### config.mk
export PLATFORM = sky130hd
export DESIGN_NAME = epw_host
export DESIGN_NICKNAME = d
export VERILOG_FILES = /design/src/epw_pkg.sv /design/src/epw_host.sv
export VERILOG_INCLUDE_DIRS = /design/src
export SDC_FILE = /design/constraint.sdc
export NUM_CORES = 1
export LEC_CHECK = 0
export ABC_AREA = 1
export BUFFER_PORTS_ARGS = -buffer_cell sky130_fd_sc_hd__buf_4
export CORE_UTILIZATION = 50
export DETAILED_ROUTE_END_ITERATION = 8
export HOLD_SLACK_MARGIN = 0.12
export MAX_ROUTING_LAYER = met4
export PLACE_DENSITY = 0.8
export REMOVE_ABC_BUFFERS = 1
export SETUP_SLACK_MARGIN = 0.15
export SYNTH_ARGS = -nofsm -noshare
export SYNTH_HDL_FRONTEND = slang
export SYNTH_SLANG_ARGS = --single-unit
### constraint.sdc
create_clock -name mclk -period 2.8 [get_ports mclk]
set_input_delay 0 -clock mclk [delete_from_list [all_inputs] [get_ports mclk]]
set_output_delay 0 -clock mclk [all_outputs]
set_load 0.01 [all_outputs]
### src/epw_cfg.svh
`ifndef EPW_CFG_SVH
`define EPW_CFG_SVH
// ----------------------------------------
// Widths
// ----------------------------------------
`define EPW_ADDR_W          13
`define EPW_DATA_W          8
`define EPW_ROW_LSB         6
`define EPW_PAGE_BYTES      64
// ----------------------------------------
// Timing, figures as printed
// ----------------------------------------
`define EPW_CLK_NS          100
`define EPW_STROBE_NS       150
`define EPW_SETUP_NS        50
`define EPW_HOLD_NS         150
`define EPW_LOAD_GAP_NS     200
`define EPW_READ_NS         350
`define EPW_LOAD_TO_POLL_NS 200
`define EPW_WINDOW_US       200
`define EPW_PROGRAM_MS      10
// ----------------------------------------
// Cycle counts, least times round up
// ----------------------------------------
`define EPW_CDIV(t)         (((t) + `EPW_CLK_NS - 1) / `EPW_CLK_NS)
`define EPW_STROBE_CYC      `EPW_CDIV(`EPW_STROBE_NS)
`define EPW_SETUP_CYC       `EPW_CDIV(`EPW_SETUP_NS)
`define EPW_HOLD_CYC        `EPW_CDIV(`EPW_HOLD_NS)
`define EPW_LOAD_GAP_CYC    `EPW_CDIV(`EPW_LOAD_GAP_NS)
`define EPW_READ_CYC        `EPW_CDIV(`EPW_READ_NS)
`define EPW_POLL_DLY_CYC    `EPW_CDIV(`EPW_LOAD_TO_POLL_NS)
`define EPW_WINDOW_CYC      `EPW_CDIV(`EPW_WINDOW_US * 1000)
`define EPW_PROGRAM_CYC     `EPW_CDIV(`EPW_PROGRAM_MS * 1000000)
`define EPW_CNT_W           20
`endif

### src/epw_pkg.sv
package epw_pkg;
   typedef enum logic [1:0] {
      EPW_CMD_READ,
      EPW_CMD_WRITE,
      EPW_CMD_POLL
   } epw_cmd_type;

   typedef struct packed {
      epw_cmd_type cmd;
      logic [12:0] addr;
      logic [7:0]  data;
      logic        last;
   } epw_req_type;

   typedef struct packed {
      logic [7:0] data;
      logic       timeout;
   } epw_rsp_type;

   typedef struct packed {
      logic        chip_sel_n;
      logic        out_gate_n;
      logic        wr_strobe_n;
      logic [12:0] addr;
      logic [7:0]  dq_out;
      logic        dq_oe;
   } epw_pin_type;
endpackage

### src/epw_host.sv
`timescale 1ns/1ps
`include "epw_cfg.svh"
// Summary of operation
// Device latches data, starts timer on strobe rise
// New strobe fall or low strobe resets timer
// Quiet window after last byte starts program
// Program ends within 10 ms; writes ignored
// Holding strobe low stretches page load
// Host loads bytes at window rate or stretches
// Read during program returns inverted last byte
// After program, true byte; host polls until match
// Poll allowed mid-load; returns inverted latest byte
// Poll read uses ordinary read timing
// Non-write pin combinations inhibit writing
// After power-up, fresh strobe fall re-enables writes
// Strobe pulses under 20 ns are ignored
// Loads 0.2 us apart; device waits 200 us
// Polling data valid 200 ns after last load
// Write: select low, strobe low, gate high
// Address at later fall, data at earlier rise
// Row address fixed by first byte of page
// Page holds 1 to 64 bytes, any order
// After program, device idles, accepts next page
module epw_host
   import epw_pkg::*;
(
   // Clock and reset
   input  wire logic         mclk,
   input  wire logic         rst_n,
   input  wire logic         clk_en,
   // Request side
   input  wire logic         req_valid,
   input  wire epw_req_type  req,
   output logic              req_ready,
   output logic              rsp_valid,
   output epw_rsp_type       rsp,
   output logic              page_error,
   // Device pins
   output epw_pin_type       pins,
   input  wire logic [7:0]   dq_in
);
   // ----------------------------------------
   // State
   // ----------------------------------------
   typedef enum logic [3:0] {
      ST_IDLE, ST_WSETUP, ST_WLOW, ST_WHOLD, ST_WGAP,
      ST_RSETUP, ST_RWAIT, ST_RDONE, ST_PWAIT
   } epw_state_type;

   epw_state_type       st_r, st_nxt;
   logic [19:0]         cnt_r, cnt_nxt;
   logic [19:0]         age_r, age_nxt;
   logic [6:0]          nbytes_r, nbytes_nxt;
   logic [6:0]          row_r, row_nxt;
   epw_req_type         cur_r, cur_nxt;
   epw_pin_type         pins_r, pins_nxt;
   logic                rdy_r, rdy_nxt;
   logic                rv_r, rv_nxt;
   epw_rsp_type         rsp_r, rsp_nxt;
   logic                perr_r, perr_nxt;
   logic [7:0]          dq_s1_r, dq_s2_r, dq_s3_r;
   logic [7:0]          dq_ok_r;

   // ----------------------------------------
   // Data input sync, three stages
   // ----------------------------------------
   always_ff @(posedge mclk or negedge rst_n) begin
      if (!rst_n) begin
         dq_s1_r <= 8'h00;
         dq_s2_r <= 8'h00;
         dq_s3_r <= 8'h00;
         dq_ok_r <= 8'h00;
      end else if (clk_en) begin
         dq_s1_r <= dq_in;
         dq_s2_r <= dq_s1_r;
         dq_s3_r <= dq_s2_r;
         if (dq_s2_r == dq_s3_r) begin
            dq_ok_r <= dq_s3_r;
         end
      end
   end

   // ----------------------------------------
   // Sequencer
   // ----------------------------------------
   always_comb begin
      st_nxt     = st_r;
      cnt_nxt    = cnt_r;
      age_nxt    = (age_r == 20'hfffff) ? age_r : age_r + 20'h00001;
      nbytes_nxt = nbytes_r;
      row_nxt    = row_r;
      cur_nxt    = cur_r;
      pins_nxt   = pins_r;
      rdy_nxt    = 1'b0;
      rv_nxt     = 1'b0;
      rsp_nxt    = rsp_r;
      perr_nxt   = 1'b0;
      case (st_r)
         ST_IDLE: begin
            // Bus parked: no write combination, so device inhibited
            pins_nxt.chip_sel_n  = 1'b1;
            pins_nxt.out_gate_n  = 1'b1;
            pins_nxt.wr_strobe_n = 1'b1;
            pins_nxt.dq_oe       = 1'b0;
            rdy_nxt              = 1'b1;
            // Page closed once the device window has run out
            if (nbytes_r != 7'h00 && age_r >= 20'(`EPW_WINDOW_CYC)) begin
               nbytes_nxt = 7'h00;
            end
            if (req_valid && rdy_r) begin
               rdy_nxt = 1'b0;
               cur_nxt = req;
               pins_nxt.addr = req.addr;
               if (req.cmd == EPW_CMD_WRITE) begin
                  // Row of a later byte forced to the page row
                  // Stray row flagged; device would store it in the page row anyway
                  if (nbytes_nxt != 7'h00) begin
                     pins_nxt.addr = {row_r, req.addr[5:0]};
                     perr_nxt      = req.addr[12:`EPW_ROW_LSB] != row_r;
                  end
                  pins_nxt.dq_out = req.data;
                  pins_nxt.dq_oe  = 1'b1;
                  pins_nxt.chip_sel_n = 1'b0;
                  cnt_nxt = 20'(`EPW_SETUP_CYC);
                  st_nxt  = ST_WSETUP;
               end else begin
                  pins_nxt.chip_sel_n = 1'b0;
                  cnt_nxt = 20'(`EPW_SETUP_CYC);
                  st_nxt  = ST_RSETUP;
               end
            end
         end
         ST_WSETUP: begin
            // Gate high before strobe falls: write combination
            if (cnt_r > 20'h00001) begin
               cnt_nxt = cnt_r - 20'h00001;
            end else begin
               pins_nxt.wr_strobe_n = 1'b0;
               cnt_nxt = 20'(`EPW_STROBE_CYC);
               st_nxt  = ST_WLOW;
            end
         end
         ST_WLOW: begin
            // Strobe low well past noise filter
            if (cnt_r > 20'h00001) begin
               cnt_nxt = cnt_r - 20'h00001;
            end else begin
               pins_nxt.wr_strobe_n = 1'b1;
               cnt_nxt = 20'(`EPW_HOLD_CYC);
               st_nxt  = ST_WHOLD;
            end
         end
         ST_WHOLD: begin
            // Data held past rising edge, device latches it here
            if (cnt_r > 20'h00001) begin
               cnt_nxt = cnt_r - 20'h00001;
            end else begin
               pins_nxt.chip_sel_n = 1'b1;
               pins_nxt.dq_oe      = 1'b0;
               if (nbytes_r == 7'h00) begin
                  row_nxt = cur_r.addr[12:`EPW_ROW_LSB];
               end
               nbytes_nxt = nbytes_r + 7'h01;
               age_nxt    = 20'h00000;
               cnt_nxt    = 20'(`EPW_LOAD_GAP_CYC);
               st_nxt     = ST_WGAP;
            end
         end
         ST_WGAP: begin
            // Least spacing between loads; well inside the window
            if (cnt_r > 20'h00001) begin
               cnt_nxt = cnt_r - 20'h00001;
            end else begin
               rv_nxt = 1'b1;
               rsp_nxt.timeout = 1'b0;
               // Full page or last byte: age set to the load gap, page stays open until the window lapses
               if (cur_r.last || nbytes_r == 7'(`EPW_PAGE_BYTES)) begin
                  age_nxt = 20'(`EPW_LOAD_GAP_CYC);
               end
               st_nxt = ST_IDLE;
            end
         end
         ST_RSETUP: begin
            // Ordinary read, strobe stays high
            pins_nxt.out_gate_n = 1'b0;
            // Poll no sooner than the load-to-poll delay
            cnt_nxt = 20'(`EPW_READ_CYC + `EPW_POLL_DLY_CYC + 3);
            st_nxt  = ST_RWAIT;
         end
         ST_RWAIT: begin
            if (cnt_r > 20'h00001) begin
               cnt_nxt = cnt_r - 20'h00001;
            end else begin
               st_nxt = ST_RDONE;
            end
         end
         ST_RDONE: begin
            pins_nxt.out_gate_n = 1'b1;
            pins_nxt.chip_sel_n = 1'b1;
            if (cur_r.cmd == EPW_CMD_POLL && dq_ok_r != cur_r.data) begin
               // Inverted byte means still programming; read again, or time out once window plus program time has passed
               if (age_r >= 20'(`EPW_WINDOW_CYC + `EPW_PROGRAM_CYC)) begin
                  rv_nxt = 1'b1;
                  rsp_nxt.data = dq_ok_r;
                  rsp_nxt.timeout = 1'b1;
                  st_nxt = ST_IDLE;
               end else begin
                  cnt_nxt = 20'(`EPW_SETUP_CYC);
                  st_nxt  = ST_PWAIT;
               end
            end else begin
               // Match ends the program; next page starts fresh
               if (cur_r.cmd == EPW_CMD_POLL) begin
                  nbytes_nxt = 7'h00;
               end
               rv_nxt = 1'b1;
               rsp_nxt.data = dq_ok_r;
               rsp_nxt.timeout = 1'b0;
               st_nxt = ST_IDLE;
            end
         end
         ST_PWAIT: begin
            // Chip deselected between polls so each is a full read cycle
            if (cnt_r > 20'h00001) begin
               cnt_nxt = cnt_r - 20'h00001;
            end else begin
               pins_nxt.chip_sel_n = 1'b0;
               st_nxt = ST_RSETUP;
            end
         end
         default: begin
            st_nxt = ST_IDLE;
         end
      endcase
   end

   always_ff @(posedge mclk or negedge rst_n) begin
      if (!rst_n) begin
         st_r     <= ST_IDLE;
         cnt_r    <= 20'h00000;
         age_r    <= 20'hfffff;
         nbytes_r <= 7'h00;
         row_r    <= 7'h00;
         cur_r    <= '0;
         pins_r   <= '{chip_sel_n: 1'b1, out_gate_n: 1'b1, wr_strobe_n: 1'b1,
                       addr: 13'h0000, dq_out: 8'h00, dq_oe: 1'b0};
         rdy_r    <= 1'b0;
         rv_r     <= 1'b0;
         rsp_r    <= '0;
         perr_r   <= 1'b0;
      end else if (clk_en) begin
         st_r     <= st_nxt;
         cnt_r    <= cnt_nxt;
         age_r    <= age_nxt;
         nbytes_r <= nbytes_nxt;
         row_r    <= row_nxt;
         cur_r    <= cur_nxt;
         pins_r   <= pins_nxt;
         rdy_r    <= rdy_nxt;
         rv_r     <= rv_nxt;
         rsp_r    <= rsp_nxt;
         perr_r   <= perr_nxt;
      end
   end

   assign pins       = pins_r;
   assign req_ready  = rdy_r;
   assign rsp_valid  = rv_r;
   assign rsp        = rsp_r;
   assign page_error = perr_r;
endmodule

==> impl_metrics.csv, run 1 <==
group,metric,value,unit
outcome,run_status,"finished, final reports clean",
global_route,grt_pass1_vias,6700,
cts,clk_pin_slew,0.07,ns
logic_synthesis,synth.distinct_cells,41,
floorplanning,die_y,126,µm
setup_path,critPathSlowestCell,"nand2_1",
finish,area_delta_synth_final,21.2,%
setup_path,path_cells,"nor2_2, nand2_1, nor2_1, nand2_1, clkinv_1, nand2_1, nand2_1, o21ai_0",
global_route,grt.overflow.total,0,
global_route,antenna_found_initial,0,
finish,final_area,0.00933,mm²
setup_path,cp_num_buf_inv,1,
global_route,grt_max_degree,88,
finish,fill_cells,1207,
pwr,power,9340,µW
cts,post_cts_buffers,0,
route,drtIter0Drc,536,
setup_path,cpLargestDelayFamily,"simple AND/OR/NAND/NOR gates",
floorplanning,design.core.area,0.0148,mm²
route,wirelength,18.6,mm
placement,gp_congestion,0.925,
timing,fin_skew,0.0140,ns
pwr,pwr-share-comb,39.5,%
floorplanning,die-area,0.0159,mm²
logic_synthesis,avgSynthCellArea,7.40,µm²
pwr,leakagePower,0.00484,µW
pwr,seq_power_share,35.9,%
logic_synthesis,syn_inst,1040,
timing,max_freq,424,MHz
global_route,grt_first_pass_wirelength,31.5,mm
setup_path,rr_endpoint,"pins[3]",
cts,h-tree-depth,4,
route,drc_errors,0,
setup_path,path_common_cell,"nand2_1",
finish,final_cell_mix,"375 x nand2_1, 122 x dfrtp_1, 111 x nor2_1, 106 x inv_1, 83 x o21ai_0",
placement,io_buffers,72,
route,first_pass_iters,5,
finish,layout_commonest_cell,"nand2_1",
cts,cts-buffers-inserted,17,
timing,setup_tns,0,ns
timing,slew_viol_final,0,
timing,whs,0.226,ns
setup_path,reg2reg_from,"st_r[3]",
timing,min_period,2.36,ns
timing,setup_ws,0.442,ns
setup_path,path_max_fanout,18,
timing,tightest_slew,0.798,ns
finish,final_net_count,1186,
pwr,ir_drop,0.580,mV
logic_synthesis,synth-seq-area-share,47.5,%
cts,cts_max_path_buffers,2,
cts,cts_tree,"done",
logic_synthesis,synth_warnings,0,
setup_path,cp-startpoint,"st_r[3]",
logic_synthesis,yosys_register_bits,145,
timing,rsz0062_at_grt,"false",
cts,cts.sinks,145,
route,avgRoutedWirePerCell,13.9,µm
route,antenna_left,0,
setup_path,start_kind,"flip-flop",
pwr,swShare,41.9,%
worst_hold_path,hp-class,"input pin to asynchronous set/reset pin",
floorplanning,rows,44,
floorplanning,initial_utilization,52.2,%
logic_synthesis,netlist_area,0.00770,mm²
setup_path,arrival,2.68,ns
global_route,grt_use_total,25.8,%
pwr,p_per_area,1000,mW/mm²
flow_run,drv_cap,0,
finish,antenna_cells,0,
finish,drive_gt1_share,13.8,%
setup_path,required,3.12,ns
placement,dp_hpwl,12.1,mm
setup_path,r2r_slack,0.44,ns
floorplanning,ioPinCount,73,
pwr,clkPwrFrac,24.6,%
timing,finalSetupViolations,0,
route,num_vias,6946,
timing,worst_slew_margin_rel,46.8,%
timing,finalHoldViolations,0,
setup_path,cp-end-kind,"flip-flop",
setup_path,r2r_cells,8,
placement,place_ws,0.533,ns
placement,place_area,0.00839,mm²
setup_path,worst-setup-path-type,"flip-flop to flip-flop",
cts,clk_latency,0.43,ns
pwr,intPower,5420,µW
floorplanning,die_x,126,µm
pwr,switching_power,3910,µW
timing,finalCritPeriodShare,84.2,%
cts,clockRootBuffer,"clkbuf_16",
route,viasPerCell,5.18,
setup_path,cpPeakStageDelay,0.63,ns
## state kept, by name (all words and copies together), names as in the netlist
| name | count |
|---|---|
| dq_s2_r | 8 |
| req_ready | 1 |
| dq_ok_r | 8 |
| rsp_valid | 1 |
| st_r | 4 |
| dq_s1_r | 8 |
| dq_s3_r | 8 |
| cur_r | 24 |
| nbytes_r | 7 |
| pins | 19 |
| age_r | 20 |
| cnt_r | 20 |
| page_error | 1 |
| row_r | 7 |
| rsp | 9 |
## per-stage QoR
| step | std cells | util (%) |
|---|---|---|
| after floorplan | 1011 | - |
| after global placement | 1274 | 56.9 |
| after detailed placement | 1274 | 56.9 |
| after CTS | 1341 | 63.3 |
| after global routing | 1341 | 63.3 |
| final | 1341 | 63.3 |
## kinds of logic after synthesis
logic type / share of synthesized area [%]
DFF: 47.5
muxes: 1.02
adders and majority gates: 0.975
buffers and inverters: 7.34
xor gates and xnor gates: 3.41
and+or+nand+nor: 31.8
AOI/OAI and AO/OA: 7.96
## cell usage after synthesis
cell type,instances,area (µm²)
nand2_2,2,12.5
buf_6,1,11.3
nor2_2,6,37.5
dfrtp_1,122,3050
buf_4,7,52.6
nor3b_1,1,7.51
o21ai_0,83,415
o22ai_1,3,18.8
clkinv_1,1,3.75
and3_1,1,6.26
o211ai_1,1,7.51
ha_1,6,75.1
nand3_2,3,30.0
clkbuf_1,14,52.6
nand4_1,18,113
a221oi_1,1,8.76
a211oi_1,1,7.51
xor2_1,17,149
o21bai_1,3,22.5
nand3b_1,1,7.51
dfstp_2,23,604
o21ai_2,1,8.76
mux2_2,7,78.8
a41oi_1,1,8.76
nor2_4,2,22.5
nor3_1,17,85.1
nand2_1,375,1410
a21oi_2,1,8.76
inv_2,4,15.0
or2_0,1,6.26
buf_2,5,25.0
a31oi_1,3,18.8
xnor2_1,13,114
or2_2,1,6.26
buf_1,2,7.51
a21oi_1,15,75.1
nor2_1,111,417
o31ai_1,1,7.51
o21ai_1,1,5.00
inv_1,106,398
nand3_1,58,290
## per-layer routing
metal  vias to the layer above  part of all wire (%)  track usage [%]
met1                      3210                    46             33.8
met5                         -                     0                -
met2                       203                    47             39.7
li1                       3496                     -                -
met4                         0                   2.1             10.1
met3                        37                   5.1             4.97
## final cells by class
class / instances / area [µm²] / share of cell area [%]
Clock buffer: 18 / 429 / 4.60
Inverter: 111 / 417 / 4.46
Multi-Input combinational cell: 755 / 3480 / 37.3
Tap cell: 184 / 230 / 2.47
Timing Repair Buffer: 114 / 960 / 10.3
Clock inverter: 14 / 161 / 1.73
Sequential cell: 145 / 3660 / 39.2
## repair_timing
item,CTS,global route
endpoints found under the hold margin,141,0
hold buffers,35,0
gates resized for setup,0,0
## worst max path at each step
stage | to | slack (ns) | depth (start not counted)
3_3_place_gp | cnt_r[3] | 0.62 | 13
3_5_place_dp | age_r[2] | 0.53 | 11
2_1_floorplan | pins[1] | 0.23 | 7
6_report | pins[3] | 0.44 | 8
5_1_grt | cnt_r[2] | 0.22 | 13
4_1_cts | age_r[2] | 0.50 | 11
## power by group through the flow
stage                     registers (µW)  logic [µW]  clock network (µW)
after floorplan                     3310        2450                   0
after global placement              3350        3510                   0
after detailed placement            3350        3580                   0
after CTS                           3340        3650                2330
after global routing                3450        4170                2430
final                               3360        3680                2300
Power figures use the tool's default switching activity.
==> run 2, diff against run 1 <==
--- a/config.mk
+++ b/config.mk
@@ -12,7 +12,7 @@
 export DETAILED_ROUTE_END_ITERATION = 8
 export HOLD_SLACK_MARGIN = 0.12
 export MAX_ROUTING_LAYER = met4
-export PLACE_DENSITY = 0.8
+export PLACE_DENSITY = 0.83
 export REMOVE_ABC_BUFFERS = 1
 export SETUP_SLACK_MARGIN = 0.15
 export SYNTH_ARGS = -nofsm -noshare
==> constraint.sdc (replaced) <==
create_clock -name mclk -period 1.9 [get_ports mclk]
set_input_delay 0 -clock mclk [delete_from_list [all_inputs] [get_ports mclk]]
set_output_delay 0 -clock mclk [all_outputs]
set_load 0.01 [all_outputs]
==> run 2 against run 1 <==
Against the previous run: the flow now finishes with violations (setup timing); core utilization up 8.5 points; critical path type unchanged; worst hold slack worse by 0.11 ns; critical endpoint is now age_r[7]; critical path depth is 2 higher; routed wire length up 31%; global-route usage grew 3.5 points; clock skew up 0.0017 ns; sequential cell count stayed put; maximum frequency up 24%.
==> impl_metrics.csv, run 2 (synthesized netlist as in run 1, its figures left out) <==
group,metric,value,unit
placement,dp_hpwl,13.5,mm
setup_path,rr_endpoint,"age_r[7]",
pwr,p_per_area,1530,mW/mm²
flow_run,drv_cap,0,
setup_path,required,2.27,ns
cts,cts.sinks,145,
route,avgRoutedWirePerCell,16.9,µm
setup_path,worst-setup-path-type,"flip-flop to flip-flop",
placement,dp.cells,1346,
global_route,grt.overflow.total,0,
setup_path,reg2reg_from,"nbytes_r[1]",
finish,post-route-util,71.8,%
finish,area_delta_synth_final,37.6,%
cts,clockRootBuffer,"clkbuf_16",
timing,tightest_slew,0.574,ns
timing,fin_skew,0.0157,ns
finish,fill_cells,976,
finish,drive_gt1_share,28.0,%
finish,finalNonFillerCells,1436,
finish,regMostFlops,"cur_r",
pwr,leakagePower,0.00542,µW
finish,top_regs,"cur_r (24), age_r (20), cnt_r (20)",
timing,finalHoldViolations,0,
floorplanning,rows,44,
finish,final_net_count,1280,
cts,cts_max_path_buffers,2,
setup_path,cpLargestDelayFamily,"simple AND/OR/NAND/NOR gates",
floorplanning,die-area,0.0159,mm²
floorplanning,die_y,126,µm
global_route,grt_use_total,29.3,%
placement,gp_congestion,0.954,
route,drtIter0Drc,687,
floorplanning,ioPinCount,73,
global_route,grt_max_degree,56,
outcome,run_status,"complete, but fails checks",
route,drc_errors,0,
timing,min_period,1.90,ns
route,num_vias,7983,
cts,cts-buffers-inserted,17,
finish,largest_reg_flops,24,
route,wirelength,24.3,mm
finish,layout_commonest_cell,"nand2_1",
worst_hold_path,hp-class,"input pin to asynchronous set/reset pin",
floorplanning,die_x,126,µm
timing,worst_slew_margin_rel,61.8,%
floorplanning,initial_utilization,52.2,%
pwr,ir_drop,0.972,mV
floorplanning,design.core.area,0.0148,mm²
cts,clk_latency,0.44,ns
setup_path,r2r_slack,-0.004,ns
outcome,violations,"setup timing",
timing,setup_ws,-0.00388,ns
finish,final_cell_mix,"340 x nand2_1, 155 x buf_4, 118 x dfrtp_1, 93 x inv_1, 91 x nor2_1",
timing,finalSetupViolations,2,
timing,finalCritPeriodShare,100,%
timing,slew_viol_final,0,
route,viasPerCell,5.56,
setup_path,arrival,2.28,ns
timing,setup_tns,-0.00474,ns
setup_path,cpPeakStageDelay,0.42,ns
placement,io_buffers,72,
route,antenna_left,0,
setup_path,cp_num_buf_inv,3,
setup_path,critPathSlowestCell,"dfrtp_1",
cts,cts_tree,"done",
global_route,grt_pass1_vias,7505,
setup_path,path_max_fanout,4,
global_route,antenna_found_initial,1,
cts,clk_pin_slew,0.07,ns
setup_path,path_cells,"inv_1, ha_1, nand2_1, nor2_4, a31oi_2, o21ai_4, buf_4, nand3_1, nand2_1, inv_1",
timing,rsz0062_at_grt,"true",
setup_path,r2r_cells,10,
timing,max_freq,525,MHz
setup_path,cp-startpoint,"nbytes_r[1]",
route,first_pass_iters,9,
global_route,grt_first_pass_wirelength,35.9,mm
cts,h-tree-depth,4,
setup_path,start_kind,"flip-flop",
setup_path,cp-end-kind,"flip-flop",
run 2: changes by cell type in the layout (fill, tap and decap cells not counted), sizes merged:
cell / change
clkinv: +4
diode: +1
buf: +92
bufinv: -1
clkinvlp: +2
inv: -4
nand3: +1
run 2: worst max-delay path by stage:
stage                     cells after the start  slack [ns]          end
after floorplan                               7       -0.67      pins[1]
after global placement                       12      -0.009    age_r[12]
after detailed placement                     12       -0.02    age_r[12]
after CTS                                    12        0.03  nbytes_r[1]
after global routing                         12       -0.10  nbytes_r[5]
final                                        10      -0.004     age_r[7]
run 2: final cells by class:
| cell class | instances | area [µm²] | area share (%) |
|---|---|---|---|
| Sequential cell | 145 | 3660 | 34.6 |
| Inverter | 111 | 429 | 4.05 |
| Multi-Input combinational cell | 756 | 3910 | 36.9 |
| Clock buffer | 17 | 425 | 4.02 |
| Antenna cell | 1 | 2.50 | 0.0236 |
| Clock inverter | 15 | 166 | 1.57 |
| Tap cell | 184 | 230 | 2.17 |
| Timing Repair Buffer | 207 | 1770 | 16.7 |
run 2: per-stage QoR:
stage	worst slack, ns	area [µm²]	hold slack [ns]	power (µW)
finish	-0.00388	10600	0.120	16300
global route	-0.104	10600	0.171	17300
CTS	0.0293	10200	0.126	15300
detailed placement	-0.0207	8980	0.00437	11300
global placement	-0.00885	8980	0.00444	11100
floorplan	-0.674	7550	-0.296	8490
run 2: what timing repair did:
item | in CTS | in global routing
endpoints found under the hold margin | 202 | 0
pin swaps | 10 | 28
endpoints found under the setup margin | 85 | 106
buffers inserted | 7 | 12
resized for setup | 57 | 95
cloned | 1 | 2
hold buffers | 35 | 0
run 2: power breakdown:
group | switching [µW] | internal [µW]
logic | 4620 | 3340
registers | 834 | 4110
clock network | 1590 | 1760
total | 7050 | 9210
run 2: per-layer routing:
layer	part of all wire [%]	track usage, %
met4	4.2	10.4
met5	0	-
met1	39	36.3
met3	6.9	5.31
met2	50	48.1
==> run 3, diff against run 2 <==
--- a/config.mk
+++ b/config.mk
@@ -8,6 +8,7 @@
 export LEC_CHECK = 0
 export ABC_AREA = 1
 export BUFFER_PORTS_ARGS = -buffer_cell sky130_fd_sc_hd__buf_4
+export CORE_MARGIN = 3
 export CORE_UTILIZATION = 50
 export DETAILED_ROUTE_END_ITERATION = 8
 export HOLD_SLACK_MARGIN = 0.12
==> run 3 against run 2 <==
Against the previous run: the flow still finishes with violations (setup timing); via count rose by 3.4%; cell count rose by 0.49%; worst setup slack got worse by 0.020 ns; cell area rose by 2.8%; critical path depth rose by 2; die area rose by 6.4%; core utilization rose by 1.8 points; clock-buffer cell count did not move; largest cell class unchanged.
==> impl_metrics.csv, run 3 (synthesized netlist as in run 1, its figures left out) <==
group,metric,value,unit
pwr,clkPwrFrac,20.8,%
setup_path,required,2.23,ns
timing,worst_slew_margin_rel,69.1,%
global_route,grt_first_pass_wirelength,35.0,mm
route,antenna_left,0,
route,drtIter0Drc,927,
timing,finalHoldViolations,0,
route,avgRoutedWirePerCell,18.2,µm
finish,regMostFlops,"cur_r",
global_route,top_usage_layer,"met2",
timing,rsz0062_at_grt,"true",
setup_path,start_kind,"flip-flop",
global_route,antenna_found_initial,0,
pwr,intPower,9520,µW
route,drc_errors,0,
setup_path,worst-setup-path-type,"flip-flop to flip-flop",
timing,max_freq,520,MHz
timing,finalCritPeriodShare,101,%
finish,layout_commonest_cell,"nand2_1",
finish,top_regs,"cur_r (24), age_r (20), cnt_r (20)",
placement,io_buffers,72,
outcome,run_status,"complete, but fails checks",
setup_path,cp-end-kind,"flip-flop",
timing,whs,0.172,ns
worst_hold_path,hp-class,"input pin to asynchronous set/reset pin",
setup_path,r2r_cells,12,
cts,clockRootBuffer,"clkbuf_16",
finish,final_cell_mix,"316 x nand2_1, 154 x buf_4, 120 x dfrtp_1, 92 x inv_1, 85 x nor2_1",
pwr,leakagePower,0.00558,µW
cts,cts.sinks,145,
global_route,grt.overflow.total,0,
route,wirelength,26.2,mm
finish,drive_gt1_share,30.8,%
pwr,switching_power,7500,µW
pwr,ir_drop,0.895,mV
pwr,pwr-share-comb,50.0,%
timing,slew_viol_final,0,
setup_path,arrival,2.25,ns
floorplanning,die_y,130,µm
finish,post-route-util,73.6,%
outcome,violations,"setup timing",
global_route,grt_max_degree,61,
route,viasPerCell,5.72,
finish,final_net_count,1288,
finish,area_delta_synth_final,41.4,%
finish,largest_reg_flops,24,
global_route,use_met3,5.85,%
setup_path,path_max_fanout,6,
floorplanning,initial_utilization,52.0,%
global_route,gr-usage-met2,44.1,%
global_route,grt_use_total,26.6,%
pwr,swShare,44.1,%
placement,gp_congestion,0.970,
pwr,seq_power_share,29.2,%
cts,clk_pin_slew,0.07,ns
pwr,p_per_area,1560,mW/mm²
timing,min_period,1.92,ns
floorplanning,ioPinCount,73,
floorplanning,die_x,130,µm
timing,setup_ws,-0.0242,ns
floorplanning,design.core.area,0.0148,mm²
route,first_pass_iters,8,
cts,h-tree-depth,4,
flow_run,drv_cap,0,
cts,cts_tree,"done",
cts,clk_latency,0.44,ns
timing,tightest_slew,0.459,ns
finish,antenna_cells,0,
route,num_vias,8251,
floorplanning,rows,44,
placement,dp_hpwl,13.7,mm
cts,cts_max_path_buffers,2,
floorplanning,die-area,0.0169,mm²
global_route,grt_pass1_vias,7434,
global_route,grtUsageMet1,32.5,%
timing,fin_skew,0.0142,ns
cts,cts-buffers-inserted,17,
timing,finalSetupViolations,7,
## run 3: cell count changes in the layout (fill, tap and decap cells not counted), sizes merged
cell,delta
buf,+5
clkinv,-2
diode,-1
nand3,-1
dlygate4sd3,+1
bufinv,+1
inv,+3
clkinvlp,-2
clkbuf,+3
## run 3: stage by stage
| step | setup slack (ns) | area (µm²) | total power (µW) | TNS [ns] | instances |
|---|---|---|---|---|---|
| floorplan | -0.674 | 7550 | 8490 | -12.61 | 1011 |
| global placement | -0.0164 | 8960 | 11100 | -0.0284 | 1345 |
| detailed placement | -0.0626 | 8960 | 11200 | -0.195 | 1345 |
| CTS | 0.0735 | 10100 | 15100 | 0 | 1423 |
| global route | -0.165 | 10900 | 17900 | -3.02 | 1443 |
| finish | -0.0242 | 10900 | 17000 | -0.117 | 1443 |
## run 3: final cells by class
cell class / count / area [µm²]
multi-input cells: 755 / 4040
fillers: 866 / 3920
flip-flops and latches: 145 / 3660
repair buffers: 216 / 1910
inverters: 111 / 438
clock buffers: 17 / 425
well taps: 184 / 230
clock inverters: 15 / 184
## run 3: layer usage
metal,share of wire [%],vias up
met5,0,-
met4,4.8,0
met3,8.1,132
met2,50,533
met1,37,3893
li1,-,3693
## run 3: critical path: stages, from the launching register on
cell	delay [ns]
dfrtp_1	0.41
inv_2	0.07
ha_2	0.18
inv_2	0.03
nand2_1	0.05
nand2_1	0.07
nor2_2	0.13
nand3_4	0.15
buf_6	0.18
a21oi_4	0.21
nand3_2	0.16
nand2_1	0.11
nand2_1	0.06
## run 3: worst paths after layout
path,from,end,slack [ns]
worst max-delay path,cnt_r[0],nbytes_r[2],-0.02
worst min-delay path,rst_n,age_r[9],0.17
worst max register to register,cnt_r[0],nbytes_r[2],-0.02
worst min register to register,pins[22],pins[22],0.47
max in group asynchronous,rst_n,pins[24],1.35
min in group mclk,dq_in[6],dq_s1_r[6],0.30
## run 3: repair_timing
action | CTS | global route
setup buffers | 9 | 14
resized for setup | 37 | 180
setup endpoints to repair | 74 | 87
gates cloned | 1 | 5
hold buffers | 36 | 1
endpoints found under the hold margin | 197 | 10
pin swaps | 11 | 27
## run 3: power by group through the flow
stage          Combinational (µW)  Sequential, µW  Clock, µW
2_1_floorplan                3610            4880          0
3_3_place_gp                 6270            4780          0
3_5_place_dp                 6420            4820          0
4_1_cts                      6790            4810       3470
5_1_grt                      9190            5030       3670
6_report                     8510            4980       3540
